**src/verilog/tape_diag_map.svh**
```systemverilog
`ifndef TAPE_DIAG_MAP_SVH
`define TAPE_DIAG_MAP_SVH

// ----------------------------------------------------------------
// Clock and timing
// ----------------------------------------------------------------
`define CLK_FREQ_MHZ      100
`define FLUX_PER_INCH     1600
// Gate time that makes the flux count equal to speed in 0.1 ips
`define SPEED_WIN_US      (10000000 / `FLUX_PER_INCH)
`define BUZZ_ON_MS        150
`define BUZZ_OFF_MS       150
`define DBL_PRESS_MS      500
`define TICKS_PER_INCH    1
`define MOVE_INCHES       8
`define SETTLE_INCHES     4
`define MID_TAPE_INCHES   1800

// ----------------------------------------------------------------
// Routine addresses and display codes
// ----------------------------------------------------------------
`define ADDR_FWD_FAST     12'h2C8
`define ADDR_REV_FAST     12'h2CC
`define ADDR_SPEED        12'h34E
`define ADDR_MEAS_FWD     12'h35A
`define ADDR_MEAS_REV     12'h38A
`define ADDR_MEAS_END     12'h3FC
`define CODE_RUN_END      12'h2F4
`define CODE_SERVO        12'h2ED
`define CODE_NO_HOLE      12'h2F7

// ----------------------------------------------------------------
// Speed code limits
// ----------------------------------------------------------------
`define SPEED_SHOWN_MIN   8'hD9
`define SPEED_TOL_LO      8'hE0
`define SPEED_TOL_HI      8'hEC
`define SPEED_SHOWN_MAX   8'hF3
`define SPEED_SAT         8'hFF
`define BUZZ_SLOW         2'h1
`define BUZZ_FAST         2'h2
`define BUZZ_TOL          2'h3

// ----------------------------------------------------------------
// Registers
// ----------------------------------------------------------------
`define REG_STATUS        8'h00
`define REG_INT_STAT      8'h04
`define REG_INT_MASK      8'h08
`define REG_SPEED         8'h0C
`define REG_CTRL          8'h10
`define IRQ_DONE          0
`define IRQ_FAULT         1
`define IRQ_MEAS          2
`define IRQ_TOL           3
`define CTRL_ABORT        0
`define CTRL_STRICT       1
`define INT_MASK_RESET    4'h0
`define CTRL_RESET        2'h2

`endif

```
**src/verilog/tape_diag_pkg.sv**
```systemverilog
package tape_diag_pkg;

  typedef enum logic [3:0] {
    S_IDLE,
    S_PREPOS,
    S_RUN,
    S_MIDSEEK,
    S_MIDHALT,
    S_MEAS,
    S_CORR,
    S_MEASHALT,
    S_PRESS2,
    S_HALT,
    S_FAULT
  } state_t;

  typedef struct packed {
    logic        start;
    logic        bot;
    logic        eot;
    logic        hole;
    logic        servo;
    logic        tick;
    logic        flux;
    logic        main_view;
    logic [11:0] addr;
  } sensors_t;

  typedef struct packed {
    state_t      st;
    logic [11:0] routine;
    logic [11:0] code;
    logic [7:0]  speed;
    logic [7:0]  flux_cnt;
    logic        dir_fwd;
    logic        meas_fwd;
    logic        fwd_ok;
    logic        hole_seen;
    logic        win_on;
    logic        win_done;
    logic [15:0] ticks;
    logic [25:0] timer;
    logic        start_q;
    logic        tick_q;
    logic        hole_q;
    logic        flux_q;
    logic        motor_fwd;
    logic        motor_rev;
    logic        motor_fast;
    logic        halt_lamp;
    logic        fault_lamp;
    logic [11:0] ind;
    logic        irq;
    logic [31:0] rd_data;
    logic [3:0]  int_stat;
    logic [3:0]  int_mask;
    logic [1:0]  ctrl;
    logic        buzz_go;
    logic [1:0]  buzz_n;
  } diag_state_t;

endpackage

```
**src/verilog/tape_transport_diag_sequencer.sv**
```systemverilog
// Implementation choices: the address map and the plain strobed port.
`include "tape_diag_map.svh"

module tape_transport_diag_sequencer
  import tape_diag_pkg::*;
#(
  parameter int WIN_CYC      = `SPEED_WIN_US * `CLK_FREQ_MHZ,
  parameter int DBL_CYC      = `DBL_PRESS_MS * 1000 * `CLK_FREQ_MHZ,
  parameter int BUZZ_ON_CYC  = `BUZZ_ON_MS * 1000 * `CLK_FREQ_MHZ,
  parameter int BUZZ_OFF_CYC = `BUZZ_OFF_MS * 1000 * `CLK_FREQ_MHZ,
  parameter int MOVE_TICKS   = `MOVE_INCHES * `TICKS_PER_INCH,
  parameter int SETTLE_TICKS = `SETTLE_INCHES * `TICKS_PER_INCH,
  parameter int MID_TICKS    = `MID_TAPE_INCHES * `TICKS_PER_INCH
) (
  input  wire logic        CLK_SYS,
  input  wire logic        RST_B,
  input  wire logic        CE,
  input  wire logic        START_BTN,
  input  wire logic [11:0] ADDR_SW,
  input  wire logic        DISPLAY_MAIN_SEL,
  input  wire logic        LEADER_BOT,
  input  wire logic        LEADER_EOT,
  input  wire logic        NEAR_END_OF_TAPE_HOLE,
  input  wire logic        SERVO_UNSAFE,
  input  wire logic        TAPE_TICK,
  input  wire logic        READ_FLUX,
  input  wire logic [7:0]  REG_ADDR,
  input  wire logic [31:0] REG_WDATA,
  input  wire logic        REG_WR,
  input  wire logic        REG_RD,
  output logic      [31:0] REG_RDATA,
  output logic             MOTOR_FWD,
  output logic             MOTOR_REV,
  output logic             MOTOR_FAST,
  output logic             HALT_LAMP,
  output logic             FAULT_LAMP,
  output logic      [11:0] INDICATOR,
  output logic             BUZZER,
  output logic             IRQ
);

  // ----------------------------------------------------------------
  // Pin synchronisers and buzzer
  // ----------------------------------------------------------------
  sensors_t    sens;
  diag_state_t s_r;
  diag_state_t s_nxt;

  pin_sync #(
    .W ($bits(sensors_t))
  ) u_sync (
    .clk   (CLK_SYS),
    .rst_b (RST_B),
    .ce    (CE),
    .pin   ({START_BTN, LEADER_BOT, LEADER_EOT, NEAR_END_OF_TAPE_HOLE, SERVO_UNSAFE,
             TAPE_TICK, READ_FLUX, DISPLAY_MAIN_SEL, ADDR_SW}),
    .q     (sens)
  );

  buzz_pulser #(
    .ON_CYC  (BUZZ_ON_CYC),
    .OFF_CYC (BUZZ_OFF_CYC)
  ) u_buzz (
    .clk   (CLK_SYS),
    .rst_b (RST_B),
    .ce    (CE),
    .go    (s_r.buzz_go),
    .count (s_r.buzz_n),
    .buzz  (BUZZER)
  );

  // ----------------------------------------------------------------
  // Sequence helpers
  // ----------------------------------------------------------------
  function automatic diag_state_t halt_at(diag_state_t x, state_t st, logic [11:0] code,
                                          logic fault);
    x.st         = st;
    x.code       = code;
    x.halt_lamp  = 1'b1;
    x.fault_lamp = fault;
    return x;
  endfunction

  function automatic diag_state_t start_meas(diag_state_t x, logic fwd);
    x.st         = S_MEAS;
    x.meas_fwd   = fwd;
    x.ticks      = 16'h0000;
    x.win_on     = 1'b0;
    x.win_done   = 1'b0;
    x.halt_lamp  = 1'b0;
    x.fault_lamp = 1'b0;
    x.code       = fwd ? `ADDR_MEAS_FWD : `ADDR_MEAS_REV;
    return x;
  endfunction

  // Unknown routines park in idle and just echo the switches
  function automatic diag_state_t latch_routine(diag_state_t x, logic [11:0] addr);
    x.routine    = addr;
    x.code       = addr;
    x.halt_lamp  = 1'b0;
    x.fault_lamp = 1'b0;
    x.hole_seen  = 1'b0;
    case (addr)
      `ADDR_FWD_FAST: begin
        x.st      = S_PREPOS;
        x.dir_fwd = 1'b1;
      end
      `ADDR_REV_FAST: begin
        x.st      = S_PREPOS;
        x.dir_fwd = 1'b0;
      end
      `ADDR_SPEED: begin
        x.st      = S_PREPOS;
        x.dir_fwd = 1'b1;
        x.fwd_ok  = 1'b0;
      end
      default: begin
        x.st = S_IDLE;
      end
    endcase
    return x;
  endfunction

  // ----------------------------------------------------------------
  // Next state
  // ----------------------------------------------------------------
  always_comb begin
    logic       press;
    logic       tick_e;
    logic       hole_e;
    logic       flux_e;
    logic       moving;
    logic       at_lead;
    logic       in_tol;
    logic       go_rev;
    logic [3:0] ev;
    logic [3:0] clr;
    press   = 1'b0;
    tick_e  = 1'b0;
    hole_e  = 1'b0;
    flux_e  = 1'b0;
    moving  = 1'b0;
    at_lead = 1'b0;
    in_tol  = 1'b0;
    go_rev  = 1'b0;
    ev      = 4'h0;
    clr     = 4'h0;
    s_nxt   = s_r;

    // A start counts on release of the button
    press   = s_r.start_q & ~sens.start;
    tick_e  = sens.tick & ~s_r.tick_q;
    hole_e  = sens.hole & ~s_r.hole_q;
    flux_e  = sens.flux & ~s_r.flux_q;
    moving  = s_r.motor_fwd | s_r.motor_rev;
    in_tol  = (s_r.speed >= `SPEED_TOL_LO) && (s_r.speed <= `SPEED_TOL_HI);

    s_nxt.start_q = sens.start;
    s_nxt.tick_q  = sens.tick;
    s_nxt.hole_q  = sens.hole;
    s_nxt.flux_q  = sens.flux;
    s_nxt.buzz_go = 1'b0;
    s_nxt.rd_data = 32'h0000_0000;

    case (s_r.st)
      S_IDLE, S_HALT, S_FAULT: begin
        // Halt display stands until the next start; lamps until a start or a CTRL abort write
        if (press) begin
          s_nxt = latch_routine(s_nxt, sens.addr);
        end
      end
      S_PREPOS: begin
        at_lead = s_r.dir_fwd ? sens.bot : sens.eot;
        if (at_lead) begin
          s_nxt.ticks     = 16'h0000;
          s_nxt.hole_seen = 1'b0;
          s_nxt.st        = (s_r.routine == `ADDR_SPEED) ? S_MIDSEEK : S_RUN;
        end
      end
      S_RUN: begin
        at_lead = s_r.dir_fwd ? sens.eot : sens.bot;
        if (hole_e) begin
          s_nxt.hole_seen = 1'b1;
        end
        if (at_lead) begin
          if (s_r.hole_seen || hole_e) begin
            s_nxt = halt_at(s_nxt, S_HALT, `CODE_RUN_END, 1'b0);
            ev[`IRQ_DONE] = 1'b1;
          end else begin
            s_nxt = halt_at(s_nxt, S_FAULT, `CODE_NO_HOLE, 1'b1);
            ev[`IRQ_FAULT] = 1'b1;
          end
        end
      end
      S_MIDSEEK: begin
        if (tick_e) begin
          s_nxt.ticks = s_r.ticks + 16'h0001;
        end
        if (s_r.ticks >= 16'(MID_TICKS)) begin
          s_nxt = halt_at(s_nxt, S_MIDHALT, `ADDR_MEAS_FWD, 1'b0);
          ev[`IRQ_DONE] = 1'b1;
        end
      end
      S_MIDHALT: begin
        if (press) begin
          s_nxt = start_meas(s_nxt, 1'b1);
        end
      end
      S_MEAS: begin
        if (tick_e) begin
          s_nxt.ticks = s_r.ticks + 16'h0001;
        end
        // Gate opens after settling so spin-up does not bias the code
        if (!s_r.win_on && !s_r.win_done && s_r.ticks >= 16'(SETTLE_TICKS)) begin
          s_nxt.win_on   = 1'b1;
          s_nxt.timer    = 26'(WIN_CYC - 1);
          s_nxt.flux_cnt = 8'h00;
        end else if (s_r.win_on) begin
          if (flux_e && s_r.flux_cnt != `SPEED_SAT) begin
            s_nxt.flux_cnt = s_r.flux_cnt + 8'h01;
          end
          if (s_r.timer == 26'h0) begin
            s_nxt.win_on   = 1'b0;
            s_nxt.win_done = 1'b1;
            s_nxt.speed    = s_nxt.flux_cnt;
          end else begin
            s_nxt.timer = s_r.timer - 26'h1;
          end
        end
        // Keeps moving past eight inches if the gate is still open
        if (s_r.win_done && s_r.ticks >= 16'(MOVE_TICKS)) begin
          s_nxt.buzz_go = 1'b1;
          if (s_r.speed < `SPEED_TOL_LO) begin
            s_nxt.buzz_n = `BUZZ_SLOW;
          end else if (s_r.speed > `SPEED_TOL_HI) begin
            s_nxt.buzz_n = `BUZZ_FAST;
          end else begin
            s_nxt.buzz_n = `BUZZ_TOL;
          end
          ev[`IRQ_MEAS] = 1'b1;
          ev[`IRQ_TOL]  = in_tol;
          if (s_r.meas_fwd) begin
            s_nxt.fwd_ok = in_tol;
          end
          if (in_tol) begin
            s_nxt = halt_at(s_nxt, S_MEASHALT, `ADDR_MEAS_END, 1'b0);
          end else begin
            s_nxt.st    = S_CORR;
            s_nxt.ticks = 16'h0000;
          end
        end
      end
      S_CORR: begin
        if (tick_e) begin
          s_nxt.ticks = s_r.ticks + 16'h0001;
        end
        if (s_r.ticks >= 16'(MOVE_TICKS)) begin
          s_nxt = halt_at(s_nxt, S_MEASHALT, `ADDR_MEAS_END, 1'b0);
        end
      end
      S_MEASHALT: begin
        if (press) begin
          s_nxt.st    = S_PRESS2;
          s_nxt.timer = 26'(DBL_CYC - 1);
        end
      end
      S_PRESS2: begin
        // Reverse is held back until forward has passed, when strict
        go_rev = s_r.meas_fwd && (s_r.fwd_ok || !s_r.ctrl[`CTRL_STRICT]);
        if (press) begin
          s_nxt = start_meas(s_nxt, !go_rev);
        end else if (s_r.timer == 26'h0) begin
          s_nxt = start_meas(s_nxt, s_r.meas_fwd);
        end else begin
          s_nxt.timer = s_r.timer - 26'h1;
        end
      end
      default: begin
        s_nxt.st = S_IDLE;
      end
    endcase

    // Servo unsafe beats any sequence step while the tape moves
    if (moving && sens.servo) begin
      s_nxt = halt_at(s_nxt, S_FAULT, `CODE_SERVO, 1'b1);
      s_nxt.win_on   = 1'b0;
      ev[`IRQ_FAULT] = 1'b1;
      ev[`IRQ_DONE]  = 1'b0;
    end

    // Register writes
    if (REG_WR) begin
      case (REG_ADDR)
        `REG_INT_STAT: clr = REG_WDATA[3:0];
        `REG_INT_MASK: s_nxt.int_mask = REG_WDATA[3:0];
        `REG_CTRL: begin
          s_nxt.ctrl[`CTRL_STRICT] = REG_WDATA[`CTRL_STRICT];
          if (REG_WDATA[`CTRL_ABORT]) begin
            s_nxt.st         = S_IDLE;
            s_nxt.halt_lamp  = 1'b0;
            s_nxt.fault_lamp = 1'b0;
            s_nxt.win_on     = 1'b0;
          end
        end
        default: begin
        end
      endcase
    end

    // Motor drive follows the state being entered
    s_nxt.motor_fwd  = 1'b0;
    s_nxt.motor_rev  = 1'b0;
    s_nxt.motor_fast = 1'b0;
    case (s_nxt.st)
      S_PREPOS: begin
        s_nxt.motor_fwd  = !s_nxt.dir_fwd;
        s_nxt.motor_rev  = s_nxt.dir_fwd;
        s_nxt.motor_fast = 1'b1;
      end
      S_RUN: begin
        s_nxt.motor_fwd  = s_nxt.dir_fwd;
        s_nxt.motor_rev  = !s_nxt.dir_fwd;
        s_nxt.motor_fast = 1'b1;
      end
      S_MIDSEEK: begin
        s_nxt.motor_fwd  = 1'b1;
        s_nxt.motor_fast = 1'b1;
      end
      S_MEAS: begin
        s_nxt.motor_fwd = s_nxt.meas_fwd;
        s_nxt.motor_rev = !s_nxt.meas_fwd;
      end
      S_CORR: begin
        s_nxt.motor_fwd = !s_nxt.meas_fwd;
        s_nxt.motor_rev = s_nxt.meas_fwd;
      end
      default: begin
      end
    endcase

    // Main register view shows the speed code with the top nibble dark
    s_nxt.ind = sens.main_view ? {4'h0, s_nxt.speed} : s_nxt.code;

    // A set in the same cycle as its clear is kept
    s_nxt.int_stat = (s_r.int_stat & ~clr) | ev;
    s_nxt.irq      = |(s_nxt.int_stat & s_nxt.int_mask);

    if (REG_RD) begin
      case (REG_ADDR)
        `REG_STATUS: s_nxt.rd_data = {10'h000, s_r.fwd_ok, s_r.fault_lamp, s_r.halt_lamp,
                                      s_r.motor_fast, s_r.motor_rev, s_r.motor_fwd,
                                      s_r.st, s_r.routine};
        `REG_INT_STAT: s_nxt.rd_data = {28'h0000000, s_r.int_stat};
        `REG_INT_MASK: s_nxt.rd_data = {28'h0000000, s_r.int_mask};
        `REG_SPEED: s_nxt.rd_data = {23'h000000,
                                     (s_r.speed >= `SPEED_SHOWN_MIN) &&
                                     (s_r.speed <= `SPEED_SHOWN_MAX), s_r.speed};
        `REG_CTRL: s_nxt.rd_data = {30'h00000000, s_r.ctrl};
        default: s_nxt.rd_data = 32'h0000_0000;
      endcase
    end
  end

  // ----------------------------------------------------------------
  // State register
  // ----------------------------------------------------------------
  always_ff @(posedge CLK_SYS or negedge RST_B) begin
    if (!RST_B) begin
      s_r          <= '0;
      s_r.int_mask <= `INT_MASK_RESET;
      s_r.ctrl     <= `CTRL_RESET;
    end else if (CE) begin
      s_r <= s_nxt;
    end
  end

  assign REG_RDATA  = s_r.rd_data;
  assign MOTOR_FWD  = s_r.motor_fwd;
  assign MOTOR_REV  = s_r.motor_rev;
  assign MOTOR_FAST = s_r.motor_fast;
  assign HALT_LAMP  = s_r.halt_lamp;
  assign FAULT_LAMP = s_r.fault_lamp;
  assign INDICATOR  = s_r.ind;
  assign IRQ        = s_r.irq;

endmodule

```
**src/verilog/pin_sync.sv**
```systemverilog
module pin_sync #(
  parameter int W = 1
) (
  input  wire logic         clk,
  input  wire logic         rst_b,
  input  wire logic         ce,
  input  wire logic [W-1:0] pin,
  output logic      [W-1:0] q
);

  typedef struct packed {
    logic [W-1:0] s1;
    logic [W-1:0] s2;
    logic [W-1:0] s3;
    logic [W-1:0] q;
  } sync_t;

  sync_t s_r;
  sync_t s_nxt;

  // Stage one feeds stage two only; a bit moves once two and three agree
  always_comb begin
    s_nxt    = s_r;
    s_nxt.s1 = pin;
    s_nxt.s2 = s_r.s1;
    s_nxt.s3 = s_r.s2;
    s_nxt.q  = (s_r.s2 & ~(s_r.s2 ^ s_r.s3)) | (s_r.q & (s_r.s2 ^ s_r.s3));
  end

  always_ff @(posedge clk or negedge rst_b) begin
    if (!rst_b) begin
      s_r <= '0;
    end else if (ce) begin
      s_r <= s_nxt;
    end
  end

  assign q = s_r.q;

endmodule

```
**src/verilog/buzz_pulser.sv**
```systemverilog
module buzz_pulser #(
  parameter int ON_CYC  = 15000000,
  parameter int OFF_CYC = 15000000
) (
  input  wire logic       clk,
  input  wire logic       rst_b,
  input  wire logic       ce,
  input  wire logic       go,
  input  wire logic [1:0] count,
  output logic            buzz
);

  typedef struct packed {
    logic [1:0]  left;
    logic [25:0] t;
    logic        buzz;
  } buzz_t;

  buzz_t s_r;
  buzz_t s_nxt;

  // A new request restarts the burst; the last pulse needs no gap after it
  always_comb begin
    s_nxt = s_r;
    if (go) begin
      s_nxt.left = count;
      s_nxt.buzz = (count != 2'h0);
      s_nxt.t    = 26'(ON_CYC - 1);
    end else if (s_r.left != 2'h0) begin
      if (s_r.t != 26'h0) begin
        s_nxt.t = s_r.t - 26'h1;
      end else if (s_r.buzz) begin
        s_nxt.buzz = 1'b0;
        s_nxt.left = s_r.left - 2'h1;
        s_nxt.t    = 26'(OFF_CYC - 1);
      end else begin
        s_nxt.buzz = 1'b1;
        s_nxt.t    = 26'(ON_CYC - 1);
      end
    end
  end

  always_ff @(posedge clk or negedge rst_b) begin
    if (!rst_b) begin
      s_r <= '0;
    end else if (ce) begin
      s_r <= s_nxt;
    end
  end

  assign buzz = s_r.buzz;

endmodule

```
**config.mk**
```make
export PLATFORM = sky130hd
export DESIGN_NAME = tape_transport_diag_sequencer
export DESIGN_NICKNAME = d
export VERILOG_FILES = /design/src/verilog/tape_diag_pkg.sv /design/src/verilog/tape_transport_diag_sequencer.sv /design/src/verilog/pin_sync.sv /design/src/verilog/buzz_pulser.sv
export VERILOG_INCLUDE_DIRS = /design/src /design/src/verilog
export SDC_FILE = /design/constraint.sdc
export NUM_CORES = 1
export LEC_CHECK = 0
export ABC_AREA = 1
export BUFFER_PORTS_ARGS = -buffer_cell sky130_fd_sc_hd__buf_4
export CAP_MARGIN = 20
export CORE_ASPECT_RATIO = 1.75
export CORE_MARGIN = 1.5
export CORE_UTILIZATION = 30
export CTS_CLUSTER_SIZE = 25
export DETAILED_ROUTE_END_ITERATION = 6
export PLACE_DENSITY = 0.52
export RECOVER_POWER = 25
export SYNTH_ARGS = -nofsm -noshare
export SYNTH_HDL_FRONTEND = slang
export SYNTH_HIERARCHICAL = 1
export SYNTH_SLANG_ARGS = --single-unit
```
**constraint.sdc**
```tcl
create_clock -name CLK_SYS -period 2.55 [get_ports CLK_SYS]
set_clock_uncertainty 0.05 [all_clocks]
set_input_delay 0.255 -clock CLK_SYS [delete_from_list [all_inputs] [get_ports CLK_SYS]]
set_output_delay 0.255 -clock CLK_SYS [all_outputs]
set_load 0.02 [all_outputs]
```
After elaboration in Yosys (flattened, before gate mapping)
Index checks and enable logic that the tools add are counted.
{"block": "classes", "mux": 91, "order_cmp": 9, "eq_ne": 25, "bitwise": 18, "addsub": 5, "reduce_logical": 32}
{"op": "$mux 159", "count": 8}
{"op": "$pmux 67 s7", "count": 1}
{"op": "$pmux 43 s7", "count": 1}
{"op": "$pmux 26 s8", "count": 1}
{"op": "$mux 157", "count": 1}
{"op": "$mux 26", "count": 5}
{"op": "$pmux 16 s8", "count": 1}
{"op": "$mux 60", "count": 2}
{"op": "$pmux 22 s5", "count": 1}
{"op": "$mux 8", "count": 9}
{"op": "$mux 66", "count": 1}
{"op": "$mux 16", "count": 4}
{"op": "$mux 29", "count": 2}
{"op": "$sub 26x1->26 const B", "count": 2}
{"op": "$eq 12x10->1 const B", "count": 4}
{"op": "$and 20x20->20", "count": 2}
{"op": "$pmux 4 s9", "count": 1}
{"op": "$mux 34", "count": 1}
{"op": "$mux 32", "count": 1}
{"op": "$mux 4", "count": 8}
{"op": "$logic_not 26->1", "count": 1}
{"op": "$reduce_bool 26->1", "count": 1}
{"op": "$eq 4x3->1 const B", "count": 6}
{"op": "$mux 2", "count": 12}
{"op": "47 further kinds", "count": 104}
{"block": "totals", "reg_bits": 268, "elab_cells": 217}

Logic depth before layout (Yosys ltp)
Gate-level depths: netlist (run 1).
{"block": "depth", "depth_word": 20, "ltp_mapped": 18, "depth_no_buf": 17}

By module
Netlist (run 1), hierarchy kept.
{"module": "tape_transport_diag_sequencer", "cells_per_inst": 1261, "instances": 1, "area_per_inst_um2": 9130.0}
{"module": "pin_sync", "cells_per_inst": 438, "instances": 1, "area_per_inst_um2": 3752.3}
{"module": "buzz_pulser", "cells_per_inst": 222, "instances": 1, "area_per_inst_um2": 1730.4}

Worst setup path after synthesis (run 1)
Ideal clock, no wire load.
{"block": "synth_path", "path_type": "reg2reg", "startpoint": "reg s_r[67] (netlist name)", "endpoint": "reg s_r[107] (netlist name)", "t_arrival_ns": 1.860, "t_required_ns": 2.374, "stages_incl_launch_ff": 14, "slack_ns": 0.514, "period_less_slack_ns": 2.036, "path_cell_list": "dfrtp_1 > inv_1 > ha_1 > nand2_1 > nor2_1 > nand4_2 > nand2_2 > nand2_1 > inv_1 > nand2_2 > buf_6 > nor3_2 > xor2_1 > nor2_1"}
{"block": "synth_via", "elab_chain_cells": 5}
{"element": "from (decl)", "line": "tape_transport_diag_sequencer.sv:46", "text": "diag_state_t s_r;"}
{"element": "from (signal assigned)", "line": "tape_transport_diag_sequencer.sv:373", "text": "s_r <= s_nxt;"}
{"element": "$logic_not 26->1", "line": "tape_transport_diag_sequencer.sv:272", "text": "end else if (s_r.timer == 26'h0) begin"}
{"element": "$mux 66", "line": "tape_transport_diag_sequencer.sv:272"}
{"element": "$mux 159", "line": "tape_transport_diag_sequencer.sv:270", "text": "if (press) begin"}
{"element": "$pmux 16 s8", "line": "tape_transport_diag_sequencer.sv:165", "text": "case (s_r.st)"}
{"element": "$mux 159", "line": "tape_transport_diag_sequencer.sv:284", "text": "if (moving && sens.servo) begin"}
No other way between the ends.
A chain may end at the register's enable or synchronous reset.

Worst setup path after layout (run 1)
{"block": "layout_path", "startpoint": "reg s_r[155] (netlist name)", "endpoint": "reg s_r[70] (netlist name)"}
{"block": "layout_via", "elab_chain_cells": 4, "elab_cells_between_ends": 13}
{"element": "$eq 4x4->1 / $logic_not 4->1 (equally long branches)", "line": "tape_transport_diag_sequencer.sv:165"}
{"element": "$reduce_or 3->1", "line": "tape_transport_diag_sequencer.sv:165"}
{"element": "$pmux 26 s8 *", "line": "tape_transport_diag_sequencer.sv:165"}
{"element": "$mux 159 *", "line": "tape_transport_diag_sequencer.sv:284"}
Mark *: on every way between the ends. The rest lies on a longest branch, timed or not.

==> key figures, run 1 <==
Routing
  • Routed len/inst: 15.8 um
  • DRT Pass-1 Iters: 5
  • Routed met2 length: 22.6 mm
  • DR iter-0 viols: 907
  • Routed met1 length: 16.3 mm
  • Max Used Layer: met4
  • Met3 wire len: 1.31 mm
  • ANT nets after route: 0
  • Via count: 12700
  • DRC: 0
  • DR vias/cell: 4.71
  • Final WL: 42.6 mm

Global routing
  • Number of global-route vias before repair: 12500
  • Pin count of the biggest net entering global routing: 161
  • Total track usage: 0.172
  • Initial antenna violation count: 0
  • Overflow left after global routing: 0
  • First-pass GRT wire length: 67.6 mm

Worst setup path
  • Top delay family on crit path: simple AND/OR/NAND/NOR gates
  • Crit end category: register
  • Max FO, Critical Path: 13
  • R2r setup slk: 0.17 ns
  • Worst Reg2Reg Path Length in Cells: 11
  • Worst reg2reg startpoint: s_r[155]
  • CP peak stage delay: 0.49 ns
  • Setup CP Type: register to register
  • Worst EP required: 2.93 ns
  • Worst r2r dst: s_r[70]
  • CP max stage cell: dfrtp_2
  • Worst Setup Start Kind: register
  • Critical path arrival: 2.76 ns
  • WP buf/inv: 2
  • CP Cell Sequence: nor2_1 -> nand2_2 -> buf_4 -> nand2_1 -> o21ai_1 -> nor3_2 -> nand2_4 -> nor2_8 -> inv_2 -> a41oi_1 -> a21oi_1

Floorplan
  • Die ar.: 50100 um2
  • Die height: 295 um
  • Site row count: 106
  • Io pins: 116
  • Die width: 170 um
  • Starting Density: 0.305
  • Core Region: 47900 um2

Clocking
  • CTS root buf: clkbuf_16
  • Clock buffer depth: 3
  • Clock slew at reported path FFs: 0.06 ns
  • CTS Buf Count: 27
  • H-Tree Depth: 1
  • Clk_lat worst skew: 0.56 ns
  • Clock sinks: 257
  • CTS tree: yes

Synthesis
  • Synth top area cells: dfrtp_1 44%, nand2_1 13%, inv_1 6.8%
  • Syn Area/Cell: 7.61 um2
  • Yosys warns: 6
  • Number of synthesized flops with an enable pin: 0
  • Register area share after synthesis: 0.440
  • Synth area leader: dfrtp_1
  • Top FF cell, synth: dfrtp_1
  • Top cell type's share of synthesized area: 0.438
  • Library cells used by synthesis: 66
  • Gate Count Post-Synth: 1921
  • Mapped cell area: 14600 um2
  • Async set-or-reset flop fraction in the synthesized netlist: 1.00
  • Yosys reg bits: 257

Finish
  • Register area: 6440 um2
  • Multi-input gate area: 6320 um2
  • Final core utilization: 0.356
  • Fill count: 5026
  • Post-Layout Cell Count: 2691
  • Layout cells sized above 1: 0.155
  • Nets@finish: 2097
  • Area delta synth->final: 16.5%
  • Antenna fix cells: 0

Status
  • Failing checks: max-capacitance violations, max-slew violations
  • Outcome: finished, violations left

Min path
  • Hold path endpoint: s_r[12]
  • Hold_sp: REG_WDATA[3]
  • Min-delay worst type: input port to register
  • Hold path depth: 4

Timing
  • Max-slew headroom: -0.0996
  • Max-slew violation count: 77
  • Final setup viols: 0
  • Smallest setup slack after layout: 0.173 ns
  • Endpoints failing hold: 0
  • Period utilization: 0.932
  • Slew at the pin with the worst max-slew slack: 1.65 ns
  • Final min period: 2.38 ns
  • Max Freq: 421 MHz
  • Worst hold slack: 0.0890 ns

Pwr
  • Power per cell area: 916 nW/um2
  • Lkg Pwr: 8.59 nW
  • Power Total: 0.0156 W
  • Maximum vdd ir drop: 0.461 mV

Job
  • Maxcap violations: 2

Placed design
  • Pre-CTS WS: 0.110 ns
  • GP Congestion: 0.926
  • Port Buffers: 77
  • Placed cells: 2619
  • Half-perimeter wire length after placement: 32.2 mm
flip-flops by register name (all words and copies together) (netlist names), 12 cells and up, named ones only:
name	count
s_r	108
u_buzz/s_r	28
INDICATOR	12
REG_RDATA	22
u_sync/s_r	20
u_sync/s_nxt	40
Yosys cell counts (14+ instances only):
| master | number |
|---|---|
| nand2_1 | 495 |
| inv_1 | 263 |
| dfrtp_1 | 256 |
| o21ai_0 | 160 |
| nor2_1 | 157 |
| nand3_1 | 95 |
| a21oi_1 | 67 |
| buf_4 | 66 |
| nor2_2 | 37 |
| o21ai_1 | 28 |
| clkbuf_1 | 27 |
| nor3_1 | 22 |
| a21oi_2 | 20 |
| nand4_1 | 20 |
| a32o_1 | 19 |
| xor2_1 | 19 |
| o22ai_1 | 17 |
| inv_2 | 14 |
cell type report:
class | count | share of cell area
Sequential cell | 257 | 0.378
Multi-Input combinational cell | 1278 | 0.372
Timing Repair Buffer | 180 | 0.0862
Inverter | 281 | 0.0623
Tap cell | 648 | 0.0476
Clock buffer | 38 | 0.0468
Clock inverter | 9 | 0.00742
per-layer routing:
| layer | vias up | track usage |
|---|---|---|
| li1 | 6297 | - |
| met1 | 5994 | 0.184 |
| met2 | 270 | 0.326 |
| met3 | 106 | 0.0163 |
| met4 | 0 | 0.0978 |
| met5 | - | 0 |
worst register-to-register path, cell delays in order (launching register included):
cell and delay [ns]:
dfrtp_2 0.49, nor2_1 0.22, nand2_2 0.11, buf_4 0.17, nand2_1 0.07, o21ai_1 0.07
nor3_2 0.25, nand2_4 0.20, nor2_8 0.20, inv_2 0.14, a41oi_1 0.22, a21oi_1 0.06
cell usage in the layout (no fill, tap or decap), types with 17 or more instances in the layout:
| cell | Yosys | final |
|---|---|---|
| nor2_2 | 37 | 24 |
| inv_1 | 263 | 262 |
| xor2_1 | 19 | 19 |
| clkbuf_16 | 0 | 27 |
| nor3_1 | 22 | 19 |
| a21oi_2 | 20 | 19 |
| nand4_1 | 20 | 20 |
| buf_4 | 66 | 149 |
| a32o_1 | 19 | 19 |
| a21oi_1 | 67 | 68 |
| o21ai_1 | 28 | 30 |
| nor2_1 | 157 | 169 |
| o21ai_0 | 160 | 158 |
| o22ai_1 | 17 | 17 |
| nand2_1 | 495 | 492 |
| nand3_1 | 95 | 95 |
| dlygate4sd3_1 | 0 | 24 |
| dfrtp_1 | 256 | 252 |
metrics by stage:
stage / area [um2] / TNS (ns)
after global placement: 15900 / 0
after CTS: 17000 / 0
after global routing: 17000 / -0.0228
after floorplan: 14600 / 0
final: 17000 / 0
after detailed placement: 15900 / 0
how the worst max path moves through the flow:
stage | startpoint | endpoint | slack, ns | cells after the start
6_report | s_r[155] | s_r[70] | 0.17 | 11
5_1_grt | s_r[106] | INDICATOR[2] | -0.02 | 13
4_1_cts | s_r[67] | INDICATOR[2] | 0.08 | 12
3_5_place_dp | s_r[67] | INDICATOR[2] | 0.11 | 12
3_3_place_gp | s_r[124] | s_r[142] | 0.10 | 10
2_1_floorplan | s_r[67] | s_r[107] | 0.51 | 13
power by group:
| group | internal [W] | switching (W) |
|---|---|---|
| clock | 0.00247 | 0.00170 |
| combinational | 0.00208 | 0.00369 |
| sequential | 0.00488 | 0.000769 |
cell families after synthesis:
| kind of cell | count (synthesis) | synth area share |
|---|---|---|
| xor gates and xnor gates | 24 | 0.0144 |
| muxes | 1 | 0.000771 |
| DFF | 257 | 0.440 |
| AOI/OAI and AO/OA | 353 | 0.142 |
| and+or+nand+nor | 883 | 0.267 |
| buffers and inverters | 395 | 0.129 |
| adders and majority gates | 7 | 0.00599 |
| other | 1 | 0.000257 |
timing repair:
action,4_1_cts,5_1_grt
setup endpoints to repair,0,27
hold buffers,23,1
setup buffers,0,1
endpoints found under the hold margin,72,1
resized for setup,0,19
No activity file was read; power rests on OpenSTA's default activity.
==> run 2, diff against run 1 <==
--- a/config.mk
+++ b/config.mk
@@ -6,7 +6,6 @@
 export SDC_FILE = /design/constraint.sdc
 export NUM_CORES = 1
 export LEC_CHECK = 0
-export ABC_AREA = 1
 export BUFFER_PORTS_ARGS = -buffer_cell sky130_fd_sc_hd__buf_4
 export CAP_MARGIN = 20
 export CORE_ASPECT_RATIO = 1.75
==> run 2 against run 1 <==
The run ends with max-capacitance violations, max-slew violations, negative setup slack left; synthesized cell count down 25%; combinational power rose by 34%; synthesized area fell by 2.0%; register-to-register slack worse by 0.42 ns; sequential power grew 3%; critical endpoint is now s_r[133]; largest cell class is now multi-input gates.
==> key figures, run 2 <==
Finish
  • Layout cells sized above 1: 0.375 (+0.220)
  • Antenna fix cells: 0 (unchanged)
  • Commonest non-fill, non-tap cell in the layout: buf_4
  • Max reg flops: 108 (unchanged)
  • Area delta synth->final: 33.3%
  • Fill count: 4653 (-7.4%)
  • Most frequent cells in the layout: 348 x buf_4, 256 x dfrtp_1, 92 x mux2_2
  • Register area: 6430 um2 (about the same)
  • Nets@finish: 1822 (-13%)
  • Post-Layout Cell Count: 2356 (-12%)
  • Biggest register: s_r
  • Multi-input gate area: 7600 um2 (+20%)

Worst setup path
  • Worst reg2reg startpoint: s_r[69]
  • Crit end category: register
  • Crit path from: s_r[69]
  • Max FO, Critical Path: 3 (-10)
  • Worst Setup Start Kind: register
  • Setup CP Type: register to register
  • Critical path arrival: 3.19 ns (+0.43 ns)
  • Worst EP required: 2.94 ns (about the same)

Timing
  • Endpoints failing hold: 0 (unchanged)
  • Final setup viols: 44 (+44)
  • Max-slew violation count: 168 (+120%)
  • Worst hold slack: 0.0424 ns (-0.0466 ns)
  • Final min period: 2.79 ns (+0.416 ns)
  • Max-slew headroom: -0.496 (-0.396)
  • Period utilization: 1.10 (+0.163)
  • Slew at the pin with the worst max-slew slack: 2.24 ns (+0.594 ns)
  • Max Freq: 358 MHz (-15%)
  • RSZ-0062 raised after global routing: yes
  • Smallest setup slack after layout: -0.243 ns (-0.416 ns)

Placed design
  • Pre-CTS WS: -0.657 ns (-0.767 ns)
  • Port Buffers: 77 (unchanged)
  • GP Congestion: 0.934 (+0.86%)
  • Placed cells: 2264 (-14%)
  • Half-perimeter wire length after placement: 37.7 mm (+17%)

Synthesis
  • Synth top area cells: dfrtp_1 45%, mux2_2 7.6%, o21ai_0 3.5%
  • Synth Area in Compound Gates: 0.213 (+0.0707)
  • Library cells used by synthesis: 94 (+42%)
  • Number of synthesized flops with an enable pin: 0 (unchanged)
  • Syn Area/Cell: 9.95 um2 (+31%)
  • Yosys warns: 6 (unchanged)
  • Gate Count Post-Synth: 1440 (-25%)
  • Largest family of logic cells by synthesized area: compound AO/OA/AOI/OAI gates
  • Register area share after synthesis: 0.449 (+0.00876)
  • Top cell type's share of synthesized area: 0.447 (+0.00873)
  • Cell with the most instances after synthesis: dfrtp_1
  • Post-synthesis mux area share: 0.0839 (+0.0832)
  • Top FF cell, synth: dfrtp_1
  • Fraction of synthesized cell area in xor and xnor cells: 0.0116 (-0.00277)
  • Synth area leader: dfrtp_1
  • Simple-gate share of the synthesized area: 0.167 (-0.101)
  • Mapped cell area: 14300 um2 (-2.0%)
  • Synth top cells by count: 256 x dfrtp_1, 101 x o21ai_0, 97 x mux2_2, 97 x nor2_1, 89 x nand2_1
  • Yosys reg bits: 257 (unchanged)
  • Adder-cell area share of the yosys netlist: 0.00681 (+0.000818)
  • Async set-or-reset flop fraction in the synthesized netlist: 1.00 (unchanged)

Floorplan
  • Io pins: 116 (unchanged)
  • Die ar.: 49100 um2 (-1.9%)
  • Die width: 168 um (-0.96%)
  • Die height: 292 um (-0.97%)
  • Core Region: 47000 um2 (-1.8%)
  • Site row count: 105 (-0.94%)
  • Starting Density: 0.305 (-0.000577)

Routing
  • Routed len/inst: 21.2 um (+34%)
  • DR iter-0 viols: 584 (-36%)
  • Final WL: 49.8 mm (+17%)
  • DRC: 0 (unchanged)
  • Via count: 12700 (-0.032%)
  • DRT Pass-1 Iters: 5 (unchanged)
  • DR vias/cell: 5.37 (+14%)
  • ANT nets after route: 0 (unchanged)

Job
  • Maxcap violations: 2 (unchanged)

Global routing
  • First-pass GRT wire length: 76.0 mm (+12%)
  • Initial antenna violation count: 0 (unchanged)
  • Total track usage: 0.201 (+0.0290)
  • Overflow left after global routing: 0 (unchanged)
  • Number of global-route vias before repair: 13100 (+4.8%)
  • Pin count of the biggest net entering global routing: 104 (-35%)

Clocking
  • CTS tree: yes
  • Clock sinks: 257 (unchanged)
  • CTS root buf: clkbuf_16
  • Clock buffer depth: 3 (unchanged)
  • Clk_lat worst skew: 0.56 ns (about the same)
  • H-Tree Depth: 1 (unchanged)
  • CTS Buf Count: 25 (-7.4%)
  • Clock slew at reported path FFs: 0.07 ns (about the same)

Pwr
  • Power per cell area: 926 nW/um2 (+1.1%)
  • Maximum vdd ir drop: 0.674 mV (+46%)
  • Lkg Pwr: 8.24 nW (-4.0%)

Status
  • Outcome: finished, violations left
  • Failing checks: max-capacitance violations, max-slew violations, negative setup slack

Min path
  • Min-delay worst type: input port to register
  • Hold_sp: REG_ADDR[4]
## run 2: changes by cell type in the layout (fill, tap and decap cells not counted), sizes merged, moves of 33 or more
cell    change
nand2     -420
nand3      -73
buf       +222
nand2b     +33
a22o       +37
inv       -240
mux2       +96
nor2      -103
o21ai      -83
## run 2: worst paths after layout
kind	to	slack, ns	cells past startpoint
max in group asynchronous	s_r[65]	0.33	3
setup / recovery	s_r[133]	-0.24	10
setup reg to reg	s_r[133]	-0.24	10
hold reg to reg	REG_RDATA[1]	0.44	1
min in group asynchronous	s_r[68]	0.68	2
hold / removal	s_r[4]	0.04	3
## run 2: repair_timing
action,4_1_cts,5_1_grt
buffers inserted,9,14
pin swaps,36,26
endpoints found under the hold margin,85,0
hold buffers,26,0
gates resized for setup,95,83
cloned,2,1
endpoints found under the setup margin,61,97
## run 2: kinds of logic after synthesis
logic type,after synthesis
AOI/OAI and AO/OA,443
xor gates and xnor gates,19
adders and majority gates,8
buffers and inverters,172
DFF,257
muxes,108
other,1
and+or+nand+nor,432
## run 2: critical path, cell delays in order, from the launching register on
cell	delay (ns)
dfrtp_1	0.38
or4_4	0.56
buf_6	0.14
nor4_1	0.33
buf_4	0.21
nand3_2	0.12
a21oi_2	0.17
o22ai_2	0.13
buf_4	0.16
or2_2	0.29
o2bb2ai_1	0.13
## run 2: power by group
group	total [W]	leakage (nW)	switching, W	internal [W]
logic	0.00775	4.64	0.00405	0.00370
clock network	0.00411	0.431	0.00174	0.00237
registers	0.00581	3.17	0.000865	0.00495
total	0.0177	8.24	0.00666	0.0110
## run 2: routing by layer
metal  GRT usage  wire length [um]  vias up
li1            -                 -     5906
met1       0.194             16900     6302
met2       0.384             27400      311
met3      0.0236              1460      144
met4       0.153              4120        0
met5           0                 0        -
## run 2: layout make-up
cell class / instances / share of cell area
Multi-Input combinational cell: 1021 / 0.398
Sequential cell: 257 / 0.337
Timing Repair Buffer: 407 / 0.172
Tap cell: 588 / 0.0385
Clock buffer: 33 / 0.0370
Clock inverter: 12 / 0.00976
Inverter: 38 / 0.00747
## run 2: stage by stage
step / power [W] / setup TNS, ns / utilization / cell area, um2
floorplan: 0.00937 / 0 / - / 14400
global placement: 0.0128 / -10.03 / 0.364 / 17100
detailed placement: 0.0129 / -10.30 / 0.364 / 17100
CTS: 0.0175 / -2.77 / 0.398 / 18700
global route: 0.0186 / -10.17 / 0.406 / 19100
finish: 0.0177 / -4.24 / 0.406 / 19100
==> run 3, diff against run 2 <==
--- a/config.mk
+++ b/config.mk
@@ -6,7 +6,7 @@
 export SDC_FILE = /design/constraint.sdc
 export NUM_CORES = 1
 export LEC_CHECK = 0
-export BUFFER_PORTS_ARGS = -buffer_cell sky130_fd_sc_hd__buf_4
+export BUFFER_PORTS_ARGS = -buffer_cell sky130_fd_sc_hd__buf_2
 export CAP_MARGIN = 20
 export CORE_ASPECT_RATIO = 1.75
 export CORE_MARGIN = 1.5
==> run 3 against run 2 <==
Sequential cell count did not move; clock power decreased by 4%; fmax increased by 3.4%; sequential share of layout area increased by 0.41 points; global-route usage about the same; the flow still finishes with violations (max-capacitance violations, max-slew violations, negative setup slack); sequential power hardly changed; final cell count is essentially flat; via count fell by 0.16%; count of clock-buffer cells in the layout up 8; design area decreased by 1.2%; register-to-register slack improved by 0.09 ns; first-iteration DRC count is 0.17% higher.
==> key figures, run 3 (same netlist as run 2, synthesis figures left out) <==
Global routing
  • Initial antenna violation count: 0 (unchanged)
  • Overflow left after global routing: 0 (unchanged)
  • First-pass GRT wire length: 76.5 mm (+0.61%)
  • Total track usage: 0.201 (-0.000412)
  • Number of global-route vias before repair: 13200 (+0.57%)
  • Pin count of the biggest net entering global routing: 71 (-32%)

Finish
  • Biggest register: s_r
  • Most frequent cells in the layout: 270 x buf_4, 256 x dfrtp_1, 94 x mux2_2
  • Register area: 6430 um2 (unchanged)
  • Area delta synth->final: 31.7%
  • Fill count: 4672 (+0.41%)
  • Layout cells sized above 1: 0.365 (-0.0100)
  • Commonest non-fill, non-tap cell in the layout: buf_4
  • Max reg flops: 108 (unchanged)
  • Post-Layout Cell Count: 2358 (+0.085%)
  • Nets@finish: 1823 (+0.055%)
  • Antenna fix cells: 0 (unchanged)
  • Multi-input gate area: 7570 um2 (-0.36%)

Placed design
  • GP Congestion: 0.961 (+2.9%)
  • Pre-CTS WS: -0.328 ns (+0.329 ns)
  • Half-perimeter wire length after placement: 37.4 mm (-0.79%)
  • Placed cells: 2276 (+0.53%)
  • Port Buffers: 77 (unchanged)

Clocking
  • Clock sinks: 257 (unchanged)
  • CTS root buf: clkbuf_16
  • Clock buffer depth: 3 (unchanged)
  • CTS tree: yes
  • H-Tree Depth: 1 (unchanged)
  • Clock slew at reported path FFs: 0.07 ns (about the same)
  • CTS Buf Count: 26 (+4.0%)
  • Clk_lat worst skew: 0.57 ns (about the same)

Routing
  • DR iter-0 viols: 585 (+0.17%)
  • DRT Pass-1 Iters: 5 (unchanged)
  • ANT nets after route: 0 (unchanged)
  • DRC: 0 (unchanged)
  • Via count: 12600 (-0.16%)
  • Final WL: 49.0 mm (-1.8%)
  • DR vias/cell: 5.36 (-0.24%)
  • Routed len/inst: 20.8 um (-1.9%)

Worst setup path
  • CP max stage cell: or4_4
  • Max FO, Critical Path: 5 (+2)
  • CP peak stage delay: 0.58 ns (+0.02 ns)
  • Crit end category: register
  • Worst EP required: 2.96 ns (+0.02 ns)
  • Worst Setup Start Kind: register
  • Critical path arrival: 3.11 ns (-0.08 ns)
  • Setup CP Type: register to register
  • CP Cell Sequence: or4_4 -> nand2b_4 -> or4_4 -> o2111a_1 -> buf_6 -> a311oi_4 -> buf_6 -> nand2_2 -> o221ai_2

Timing
  • Final min period: 2.70 ns (-0.0925 ns)
  • Max-slew violation count: 61 (-64%)
  • Slew at the pin with the worst max-slew slack: 1.83 ns (-0.415 ns)
  • Endpoints failing hold: 0 (unchanged)
  • RSZ-0062 raised after global routing: yes
  • Max Freq: 370 MHz (+3.4%)
  • Worst hold slack: 0.0446 ns (+0.00224 ns)
  • Final setup viols: 13 (-70%)
  • Period utilization: 1.06 (-0.0363)
  • Max-slew headroom: -0.219 (+0.277)
  • Smallest setup slack after layout: -0.151 ns (+0.0925 ns)

Floorplan
  • Die ar.: 49100 um2 (unchanged)
  • Die width: 168 um (unchanged)
  • Core Region: 47000 um2 (unchanged)
  • Starting Density: 0.305 (unchanged)
  • Die height: 292 um (unchanged)
  • Io pins: 116 (unchanged)
  • Site row count: 105 (unchanged)

Status
  • Outcome: finished, violations left
  • Failing checks: max-capacitance violations, max-slew violations, negative setup slack

Pwr
  • Lkg Pwr: 8.20 nW (-0.50%)
  • Power per cell area: 931 nW/um2 (+0.51%)
  • Power Total: 0.0176 W (-0.70%)
  • Maximum vdd ir drop: 0.760 mV (+13%)

Job
  • Maxcap violations: 1 (-1)

Min path
  • Min-delay worst type: input port to register
## run 3: cell types whose count changed in the layout (fill, tap and decap cells not counted), moves of 3 or more
cell,delta
buf_4,-78
buf_2,+75
a21oi_1,+6
clkbuf_1,+6
nor2_2,-5
o21ai_1,+5
nor2_1,+4
a21oi_2,-3
a21oi_4,-3
clkinvlp_4,-3
o21ai_0,-3
## run 3: final timing paths
path | startpoint | end | slack (ns) | cells past startpoint
setup / recovery | s_r[91] | MOTOR_REV | -0.15 | 9
hold / removal | REG_ADDR[4] | s_r[4] | 0.04 | 3
setup reg to reg | s_r[91] | MOTOR_REV | -0.15 | 9
hold reg to reg | s_r[138] | s_r[138] | 0.43 | 1
max in group asynchronous | RST_B | s_r[4] | 0.53 | 3
min in group asynchronous | RST_B | s_r[79] | 0.71 | 2
## run 3: layer usage
metal / global-route usage / part of all wire / up-vias / wire length (um)
li1: - / - / 5919 / -
met1: 0.198 / 0.34 / 6253 / 16600
met2: 0.387 / 0.56 / 323 / 27200
met3: 0.0229 / 0.034 / 148 / 1670
met4: 0.134 / 0.071 / 0 / 3460
met5: 0 / 0 / - / 0
## run 3: critical path, delay by kind of cell (launching register included)
kind                   cells  cell delay, ns
AO/OA/AOI/OAI              3            0.57
buffers and inverters      2            0.29
flip-flops                 1            0.39
AND/OR/NAND/NOR            4            1.32
## run 3: what timing repair did
action	CTS	global route
gates cloned	1	0
gates resized for setup	87	84
endpoints found under the hold margin	82	0
endpoints found under the setup margin	56	84
setup buffers	7	7
pin swaps	34	27
hold buffers	26	0
## run 3: cell type report
class / instances / area share
clock inverter: 6 / 0.00504
sequential: 257 / 0.341
inverter: 38 / 0.00756
multi-input combinational: 1021 / 0.401
tap: 588 / 0.0390
timing repair buffer: 407 / 0.165
clock buffer: 41 / 0.0407
## run 3: stage by stage
stage	cell area [um2]	utilization	TNS (ns)
finish	18900	0.401	-0.745
global route	18900	0.401	-3.04
CTS	18600	0.395	-0.970
detailed placement	17000	0.362	-7.75
global placement	17000	0.362	-7.46
floorplan	14400	-	0
## run 3: power by group
| part | switching, W | internal [W] | total, W |
|---|---|---|---|
| sequential | 0.000850 | 0.00495 | 0.00580 |
| combinational | 0.00413 | 0.00368 | 0.00781 |
| clock | 0.00168 | 0.00227 | 0.00394 |
